[src/rtl/pcrs_pkg.sv]
// shared constants for the program counter and return stack block
package pcrs_pkg;

   // program counter and stack geometry
   localparam int          PC_W       = 21;
   localparam int          SP_W       = 5;
   localparam int          BYTE_W     = 8;
   localparam int          TOP_W      = 5;
   localparam int          WORD_W     = 16;
   localparam int          STACK_LAST = 31;

   // fixed program counter values
   localparam logic [20:0] RESET_VEC  = 21'h000000;
   localparam logic [20:0] IRQ_VEC_HI = 21'h000008;
   localparam logic [20:0] IRQ_VEC_LO = 21'h000018;
   localparam logic [20:0] PC_STEP    = 21'h000002;

   // stack pointer values
   localparam logic [4:0]  SP_EMPTY   = 5'h00;
   localparam logic [4:0]  SP_FULL    = 5'h1F;
   localparam logic [4:0]  SP_ONE     = 5'h01;

   // stack pointer register layout
   localparam int          FULL_BIT   = 7;
   localparam int          UNF_BIT    = 6;
   localparam int          SP_MSB     = 4;

   // byte lanes of the program counter
   localparam int          MID_LSB    = 8;
   localparam int          TOP_LSB    = 16;

   // wishbone register map, byte addresses
   localparam int          ADR_W      = 5;
   localparam int          DAT_W      = 32;
   localparam int          SEL_W      = 4;
   localparam logic [4:0]  ADR_PCL    = 5'h00;
   localparam logic [4:0]  ADR_LATMID = 5'h04;
   localparam logic [4:0]  ADR_LATTOP = 5'h08;
   localparam logic [4:0]  ADR_RETURN_STACK_POINTER = 5'h0C;
   localparam logic [4:0]  ADR_TOP_ENTRY_LOW_BYTE   = 5'h10;
   localparam logic [4:0]  ADR_TOP_ENTRY_HIGH_BYTE   = 5'h14;
   localparam logic [4:0]  ADR_TOP_ENTRY_UPPER_BYTE   = 5'h18;

   // reset values
   localparam logic [7:0]  BYTE_ZERO  = 8'h00;
   localparam logic [15:0] WORD_ZERO  = 16'h0000;
   localparam logic [31:0] DAT_ZERO   = 32'h00000000;

endpackage

[src/rtl/pcrs_top.sv]
// program counter, latches and 31-level return stack with wishbone registers
// Function
// - 21-bit byte-addressed program counter for fetch
// - fetch beyond implemented memory returns zero
// - vectors 0000h reset, 0008h and 0018h
// - three byte registers, only low byte accessible
// - top byte updated only via top latch
// - low byte write loads latches into counter
// - low byte read copies counter into latches
// - bit zero fixed except when a pop loads a software-written odd top entry, sequential step of two
// - call and jump load counter, no latches
// - calls and interrupts push, 31 levels
// - returns pop top entry into counter
// - calls and returns leave latches unchanged, except a fault reset clears them
// - 31 by 21 storage, 5-bit pointer
// - software reads/writes pointer and top entry
// - push increments pointer, then writes entry
// - pop reads entry, then decrements pointer
// - reset clears pointer, zero has no entry
// - full and underflow status flags
// - top entry registers follow the pointer
// - 31st push sets full, optional fault reset
// - without fault reset, pointer saturates at 31
// - empty pop returns zero, sets underflow
// - pointer register layout, flags software-cleared
module pcrs_top #(
   parameter logic [20:0] IMPL_BYTES = 21'h010000
) (
   input  wire logic        CLK,
   input  wire logic        RST_N,
   input  wire logic        WB_CYC_I,
   input  wire logic        WB_STB_I,
   input  wire logic        WB_WE_I,
   input  wire logic [4:0]  WB_ADR_I,
   input  wire logic [3:0]  WB_SEL_I,
   input  wire logic [31:0] WB_DAT_I,
   output logic      [31:0] WB_DAT_O,
   output logic             WB_ACK_O,
   input  wire logic        CORE_ADV,
   input  wire logic        CORE_JUMP,
   input  wire logic        CORE_CALL,
   input  wire logic        CORE_RET,
   input  wire logic        CORE_IRQ_ACK,
   input  wire logic        CORE_IRQ_HIGH,
   input  wire logic [20:0] CORE_TARGET,
   input  wire logic        STACK_FAULT_RESET_EN,
   input  wire logic [15:0] FETCH_DATA_I,
   output logic      [20:0] FETCH_ADDR,
   output logic      [15:0] FETCH_WORD,
   output logic             STACK_FAULT_RESET,
   output logic             STACK_FULL,
   output logic             STACK_UNDERFLOW
);

   ////////////////////////////////////////////////////////////////////////
   // state
   logic [20:0] pc_ff;
   logic [20:0] nxt_pc;
   logic [7:0]  lat_mid_ff;
   logic [7:0]  nxt_lat_mid;
   logic [4:0]  lat_top_ff;
   logic [4:0]  nxt_lat_top;
   logic [4:0]  sp_ff;
   logic [4:0]  nxt_sp;
   logic        full_ff;
   logic        nxt_full;
   logic        unf_ff;
   logic        nxt_unf;
   logic        fault_ff;
   logic        nxt_fault;
   logic [15:0] fetch_ff;
   logic [15:0] nxt_fetch;
   logic        ack_ff;
   logic        nxt_ack;
   logic [31:0] dat_ff;
   logic [31:0] nxt_dat;

   // return stack storage, entry zero deliberately absent
   logic [20:0] stack_mem [1:pcrs_pkg::STACK_LAST];
   logic        mem_we;
   logic [4:0]  mem_wa;
   logic [20:0] mem_wd;

   logic        core_busy;
   logic        bus_go;
   logic        bus_wr;
   logic        do_push;
   logic [20:0] top_stack_entry;
   logic [20:0] push_val;
   logic [20:0] push_tgt;
   logic [4:0]  sp_inc;
   logic [7:0]  rd_byte;

   ////////////////////////////////////////////////////////////////////////
   // shared decode
   assign core_busy = CORE_ADV | CORE_JUMP | CORE_CALL | CORE_RET | CORE_IRQ_ACK;
   // bus waits while the core acts, so the two never collide on one edge
   assign bus_go    = WB_CYC_I & WB_STB_I & ~ack_ff & ~core_busy;
   assign bus_wr    = bus_go & WB_WE_I & WB_SEL_I[0];
   assign do_push   = CORE_CALL | CORE_IRQ_ACK;
   assign sp_inc    = 5'(sp_ff + pcrs_pkg::SP_ONE);
   assign top_stack_entry       = (sp_ff == pcrs_pkg::SP_EMPTY) ? pcrs_pkg::RESET_VEC : stack_mem[sp_ff];
   assign push_tgt  = CORE_IRQ_ACK ? (CORE_IRQ_HIGH ? pcrs_pkg::IRQ_VEC_HI : pcrs_pkg::IRQ_VEC_LO)
                                   : {CORE_TARGET[20:1], 1'b0};
   // calls push the address past the call, interrupts the next fetch
   assign push_val  = CORE_IRQ_ACK ? pc_ff : 21'(pc_ff + pcrs_pkg::PC_STEP);

   ////////////////////////////////////////////////////////////////////////
   // register read mux
   always_comb begin
      rd_byte = pcrs_pkg::BYTE_ZERO;
      unique case (WB_ADR_I)
         pcrs_pkg::ADR_PCL:    rd_byte = pc_ff[7:0];
         pcrs_pkg::ADR_LATMID: rd_byte = lat_mid_ff;
         pcrs_pkg::ADR_LATTOP: rd_byte = {3'h0, lat_top_ff};
         // flag and pointer layout, bit five reads zero
         pcrs_pkg::ADR_RETURN_STACK_POINTER: rd_byte = {full_ff, unf_ff, 1'b0, sp_ff};
         pcrs_pkg::ADR_TOP_ENTRY_LOW_BYTE:   rd_byte = top_stack_entry[7:0];
         pcrs_pkg::ADR_TOP_ENTRY_HIGH_BYTE:   rd_byte = top_stack_entry[15:8];
         pcrs_pkg::ADR_TOP_ENTRY_UPPER_BYTE:   rd_byte = {3'h0, top_stack_entry[20:16]};
         default:              rd_byte = pcrs_pkg::BYTE_ZERO;
      endcase
   end

   ////////////////////////////////////////////////////////////////////////
   // next state of counter, latches, pointer and flags
   always_comb begin
      nxt_pc      = pc_ff;
      nxt_lat_mid = lat_mid_ff;
      nxt_lat_top = lat_top_ff;
      nxt_sp      = sp_ff;
      nxt_full    = full_ff;
      nxt_unf     = unf_ff;
      nxt_fault   = 1'b0;
      mem_we      = 1'b0;
      mem_wa      = sp_inc;
      mem_wd      = push_val;
      if (do_push) begin
         // branch target taken straight, latches untouched
         nxt_pc = push_tgt;
         if (sp_ff == pcrs_pkg::SP_FULL) begin
            nxt_full = 1'b1;
         end else begin
            nxt_sp = sp_inc;
            mem_we = 1'b1;
            if (sp_inc == pcrs_pkg::SP_FULL) begin
               // full flag on the last level
               nxt_full = 1'b1;
               if (STACK_FAULT_RESET_EN) begin
                  // fault reset keeps the flag set
                  nxt_sp      = pcrs_pkg::SP_EMPTY;
                  nxt_pc      = pcrs_pkg::RESET_VEC;
                  nxt_lat_mid = pcrs_pkg::BYTE_ZERO;
                  nxt_lat_top = 5'h00;
                  nxt_fault   = 1'b1;
               end
            end
         end
      end else if (CORE_RET) begin
         if (sp_ff == pcrs_pkg::SP_EMPTY) begin
            nxt_pc  = pcrs_pkg::RESET_VEC;
            nxt_unf = 1'b1;
            if (STACK_FAULT_RESET_EN) begin
               nxt_lat_mid = pcrs_pkg::BYTE_ZERO;
               nxt_lat_top = 5'h00;
               nxt_fault   = 1'b1;
            end
         end else begin
            // entry to counter, then pointer down
            nxt_pc = top_stack_entry;
            nxt_sp = 5'(sp_ff - pcrs_pkg::SP_ONE);
         end
      end else if (CORE_JUMP) begin
         nxt_pc = {CORE_TARGET[20:1], 1'b0};
      end else if (CORE_ADV) begin
         nxt_pc = 21'(pc_ff + pcrs_pkg::PC_STEP);
      end else if (bus_go) begin
         if (!WB_WE_I && WB_ADR_I == pcrs_pkg::ADR_PCL) begin
            // low byte read snapshots the upper bytes
            nxt_lat_mid = pc_ff[15:8];
            nxt_lat_top = pc_ff[20:16];
         end
         if (bus_wr) begin
            unique case (WB_ADR_I)
               pcrs_pkg::ADR_PCL: begin
                  // low byte write carries latches in
                  nxt_pc = {lat_top_ff, lat_mid_ff, WB_DAT_I[7:1], 1'b0};
               end
               pcrs_pkg::ADR_LATMID: nxt_lat_mid = WB_DAT_I[7:0];
               pcrs_pkg::ADR_LATTOP: nxt_lat_top = WB_DAT_I[4:0];
               pcrs_pkg::ADR_RETURN_STACK_POINTER: begin
                  // flags clear on zero only, pointer written
                  nxt_full = full_ff & WB_DAT_I[pcrs_pkg::FULL_BIT];
                  nxt_unf  = unf_ff & WB_DAT_I[pcrs_pkg::UNF_BIT];
                  nxt_sp   = WB_DAT_I[pcrs_pkg::SP_MSB:0];
               end
               pcrs_pkg::ADR_TOP_ENTRY_LOW_BYTE: begin
                  // top entry byte writes, ignored when empty
                  mem_we = (sp_ff != pcrs_pkg::SP_EMPTY);
                  mem_wa = sp_ff;
                  mem_wd = {top_stack_entry[20:8], WB_DAT_I[7:0]};
               end
               pcrs_pkg::ADR_TOP_ENTRY_HIGH_BYTE: begin
                  mem_we = (sp_ff != pcrs_pkg::SP_EMPTY);
                  mem_wa = sp_ff;
                  mem_wd = {top_stack_entry[20:16], WB_DAT_I[7:0], top_stack_entry[7:0]};
               end
               pcrs_pkg::ADR_TOP_ENTRY_UPPER_BYTE: begin
                  mem_we = (sp_ff != pcrs_pkg::SP_EMPTY);
                  mem_wa = sp_ff;
                  mem_wd = {WB_DAT_I[4:0], top_stack_entry[15:0]};
               end
               default: begin
                  nxt_pc = pc_ff;
               end
            endcase
         end
      end
   end

   ////////////////////////////////////////////////////////////////////////
   // bus answer and fetch word next values
   always_comb begin
      nxt_ack = bus_go;
      nxt_dat = bus_go ? {24'h000000, rd_byte} : dat_ff;
      // unimplemented space reads as all zeros
      nxt_fetch = (pc_ff < IMPL_BYTES) ? FETCH_DATA_I : pcrs_pkg::WORD_ZERO;
   end

   ////////////////////////////////////////////////////////////////////////
   // control registers; the reset is treated as power-on
   // pointer empty after every reset
   always_ff @(posedge CLK or negedge RST_N) begin
      if (!RST_N) begin
         pc_ff      <= pcrs_pkg::RESET_VEC;
         lat_mid_ff <= pcrs_pkg::BYTE_ZERO;
         lat_top_ff <= 5'h00;
         sp_ff      <= pcrs_pkg::SP_EMPTY;
         full_ff    <= 1'b0;
         unf_ff     <= 1'b0;
         fault_ff   <= 1'b0;
         fetch_ff   <= pcrs_pkg::WORD_ZERO;
         ack_ff     <= 1'b0;
         dat_ff     <= pcrs_pkg::DAT_ZERO;
      end else begin
         pc_ff      <= nxt_pc;
         lat_mid_ff <= nxt_lat_mid;
         lat_top_ff <= nxt_lat_top;
         sp_ff      <= nxt_sp;
         full_ff    <= nxt_full;
         unf_ff     <= nxt_unf;
         fault_ff   <= nxt_fault;
         fetch_ff   <= nxt_fetch;
         ack_ff     <= nxt_ack;
         dat_ff     <= nxt_dat;
      end
   end

   // storage has no reset; contents valid once pushed
   always_ff @(posedge CLK) begin
      if (mem_we) begin
         stack_mem[mem_wa] <= mem_wd;
      end
   end

   ////////////////////////////////////////////////////////////////////////
   // outputs straight from flops
   // full 21-bit fetch address
   assign FETCH_ADDR        = pc_ff;
   assign FETCH_WORD        = fetch_ff;
   assign WB_DAT_O          = dat_ff;
   assign WB_ACK_O          = ack_ff;
   assign STACK_FAULT_RESET = fault_ff;
   assign STACK_FULL        = full_ff;
   assign STACK_UNDERFLOW   = unf_ff;
endmodule

[config.mk]
export PLATFORM = sky130hd
export DESIGN_NAME = pcrs_top
export DESIGN_NICKNAME = d
export VERILOG_FILES = /design/src/rtl/pcrs_pkg.sv /design/src/rtl/pcrs_top.sv
export SDC_FILE = /design/constraint.sdc
export NUM_CORES = 1
export LEC_CHECK = 0
export BUFFER_PORTS_ARGS = -buffer_cell sky130_fd_sc_hd__buf_4
export CAP_MARGIN = 20
export CORE_ASPECT_RATIO = 0.9
export CORE_UTILIZATION = 66
export DETAILED_ROUTE_END_ITERATION = 7
export MAX_ROUTING_LAYER = met4
export PLACE_DENSITY = 0.87
export SLEW_MARGIN = 20
export SYNTH_ARGS = -nofsm -noshare
export SYNTH_HDL_FRONTEND = slang
export SYNTH_SLANG_ARGS = --single-unit
[constraint.sdc]
create_clock -name CLK -period 9.25 [get_ports CLK]
set_clock_uncertainty 0.1 [all_clocks]
set_input_delay 0.925 -clock CLK [delete_from_list [all_inputs] [get_ports CLK]]
set_output_delay 0.925 -clock CLK [all_outputs]
set_load 0.01 [all_outputs]
==> impl_metrics.json <==
{
  "port_buffers": 110,
  "clk_latency_ns": 0.63,
  "path_clk_slew_ns": 0.06,
  "die_h_um": 208,
  "clkSinkCount": 718,
  "cp_max_fo": 43,
  "synth_fa_ha_area_share_pct": 0.242,
  "drive_above_1_share_pct": 25.2,
  "fin_crit_sh_pct": 59.8,
  "maxCapViolations": 0,
  "synth_edf_count": 651,
  "rr_startpoint": "sp_ff[0]",
  "ys_types": 85,
  "synth_top_family_by_area": "multiplexers",
  "layout_commonest_cell": "edfxtp_1",
  "critical_path_arrival_ns": 5.73,
  "path_class": "reg2reg",
  "syn_to_final_growth_pct": 12.8,
  "slew_violations": 0,
  "power.density_nw_per_um2": 313,
  "die_width_um": 230,
  "post-synth-top-area-cell": "edfxtp_1",
  "rr_worst_depth": 9,
  "worst_slack_ns": 3.71,
  "avgSynthCellArea_um2": 16.5,
  "fin_nets": 2116,
  "status": "finished clean",
  "slew_headroom_pct": 24.4,
  "synth-xor-area-share_pct": 1.07,
  "die_area_um2": 47800,
  "synth-seq-area-share_pct": 68.5,
  "ys.flop_type": "edfxtp_1",
  "grt_start_max_net_pins": 84,
  "gp_congestion": 1.01,
  "netlist_area_um2": 31000,
  "rsz0062_at_grt": "no",
  "critical_path.startpoint": "sp_ff[0]",
  "seq_area_um2": 21200,
  "synth_compound_area_share_pct": 7.38,
  "first_global_vias": 20097,
  "max-vdd-ir-drop_v": 0.000268,
  "grt_overflow": 0,
  "postRouteAntennaNets": 0,
  "hold_class": "in2async",
  "drt_first_iter_violations": 3823,
  "core-area_um2": 45800,
  "grt_pass1_wl_um": 144000,
  "finalHoldViolations": 0,
  "dp_slack_ns": 4.08,
  "rows": 74,
  "cts-buffers-inserted": 70,
  "crit_required_ns": 9.45,
  "r2r_end": "stack_mem[20][7]",
  "start_util_pct": 67.6,
  "layout_common_cells": "edfxtp_1 (651), buf_4 (182), mux4_2 (148)",
  "cts_root_buf": "clkbuf_16",
  "cts_setup_buffers": 0,
  "fillers": 2399,
  "synthSimpleGateAreaFrac_pct": 5.83,
  "period_needed_ns": 5.54,
  "htreeDepth": 3,
  "ios": 163,
  "final_util_pct": 76.3,
  "leakage_nw": 12.1,
  "rrSetupSlack_ns": 3.71,
  "dpl.hpwl_um": 59400,
  "multi_input_comb_area_um2": 9180,
  "crit_path_start_kind": "flop",
  "cts_hold_buf": 0,
  "synthTopCellsByArea": "edfxtp_1 (63%), mux4_2 (11%), dfrtp_1 (5.4%)",
  "postSynthCellCount": 1875,
  "wirelength_um": 102000,
  "fmax_ghz": 0.181,
  "fin_total_pwr_mw": 11.0,
  "synth-async-reset-ratio_pct": 9.33,
  "critPathCapture": "stack_mem[20][7]",
  "viasPerCell": 7.70,
  "drc": 0,
  "synth_top_area_share_pct": 63.1,
  "dr.pass1.iters": 7,
  "endpoint_kind": "flop",
  "wire_per_inst_um": 37.9,
  "via_count": 20672,
  "ctsResizeCount": 0,
  "cts.path.max_buffers": 3,
  "ys_ff_latch": 718,
  "synthMuxAreaShare_pct": 14.2,
  "yosysWarningCount": 0,
  "worst_pin_slew_ns": 1.13,
  "grt_use_total_pct": 44.7,
  "finalSetupViolations": 0,
  "antenna_found_initial": 5,
  "setup_tns_ns": 0,
  "cts_tree": "yes"
}
synthesized netlist by cell type, drive strengths merged (5+ instances only):
| master | count |
|---|---|
| xnor2 | 31 |
| a221o | 5 |
| mux2 | 12 |
| nand2b | 8 |
| inv | 16 |
| nand3 | 19 |
| nor3 | 23 |
| a2111oi | 5 |
| and3 | 7 |
| mux4 | 154 |
| a21oi | 81 |
| o221ai | 7 |
| nor2b | 15 |
| a21o | 8 |
| a221oi | 19 |
| a211o | 7 |
| o22ai | 17 |
| a22oi | 26 |
| xor2 | 7 |
| nor4 | 8 |
| a211oi | 23 |
| mux2i | 76 |
| nor2 | 123 |
| dfrtp | 67 |
| nor3b | 6 |
| and2 | 25 |
| a22o | 5 |
| buf | 93 |
| a31oi | 16 |
| edfxtp | 651 |
| nand4 | 13 |
| o211ai | 6 |
| o2bb2ai | 5 |
| clkbuf | 41 |
| ha | 6 |
| o21ai | 70 |
| or3 | 6 |
| nand2 | 116 |
per-layer routing:
metal  global-route usage, %  vias to the layer above  wire [um]
met1                    58.5                    10209      34400
met3                    15.0                      488      15400
met2                    64.1                     2206      45700
li1                        -                     7769          -
met5                       -                        -          0
met4                    20.3                        0       6220
sequential cells by signal (all words and copies together) (netlist names):
signal and cells:
FETCH_ADDR 21, FETCH_WORD 16, STACK_FAULT_RESET 1, STACK_FULL 1, STACK_UNDERFLOW 1, WB_ACK_O 1, WB_DAT_O 8, lat_mid_ff 8
lat_top_ff 5, sp_ff 5, stack_mem 651
area by class of cell:
| class | count | share of cell area, % |
|---|---|---|
| antenna | 4 | 0.0286 |
| multi-input combinational | 1030 | 26.3 |
| sequential | 718 | 60.7 |
| inverter | 16 | 0.172 |
| timing repair buffer | 184 | 4.00 |
| clock inverter | 40 | 1.31 |
| tap | 608 | 2.18 |
| clock buffer | 83 | 5.33 |
through the flow:
step,instances,area (um2),hold WS [ns]
floorplan,1898,31100,0.379
global placement,2555,32600,0.397
detailed placement,2556,32600,0.406
CTS,2679,34900,0.383
global route,2683,35000,0.402
finish,2683,35000,0.361
worst max-delay path, stage by stage, from the launching register on:
cell	delay [ns]
dfrtp_4	0.98
buf_4	0.68
inv_2	0.41
ha_1	0.40
nand3_1	0.31
nor2_1	0.16
nor3_1	0.43
a21oi_2	0.34
nor2b_2	0.85
buf_4	0.40
how the worst min path moves through the flow:
stage	startpoint	end	cells past startpoint	slack, ns
after floorplan	lat_top_ff[1]	lat_top_ff[1]	2	0.38
after global placement	WB_DAT_O[7]	WB_DAT_O[7]	1	0.40
after detailed placement	WB_DAT_O[7]	WB_DAT_O[7]	1	0.41
after CTS	RST_N	FETCH_WORD[0]	1	0.38
after global routing	FETCH_DATA_I[8]	FETCH_WORD[8]	2	0.40
final	RST_N	FETCH_WORD[2]	1	0.36
cells by family (layout without fill, tap and decap cells):
logic type,after synthesis,in the layout
simple gates,382,382
fa+ha+maj,6,6
mux,242,242
flops,718,718
other cells,1,28
xor+xnor,38,38
buf+inv,150,323
compound gates,338,338
where the power goes:
part           switching, mW  leakage [nW]  total, mW  internal (mW)
clock                   1.28          1.13       2.98           1.70
combinational           2.40          4.12       3.60           1.20
sequential             0.277          6.84       4.38           4.10
total                   3.96          12.1       11.0           7.00
Power figures use the tool's default switching activity.
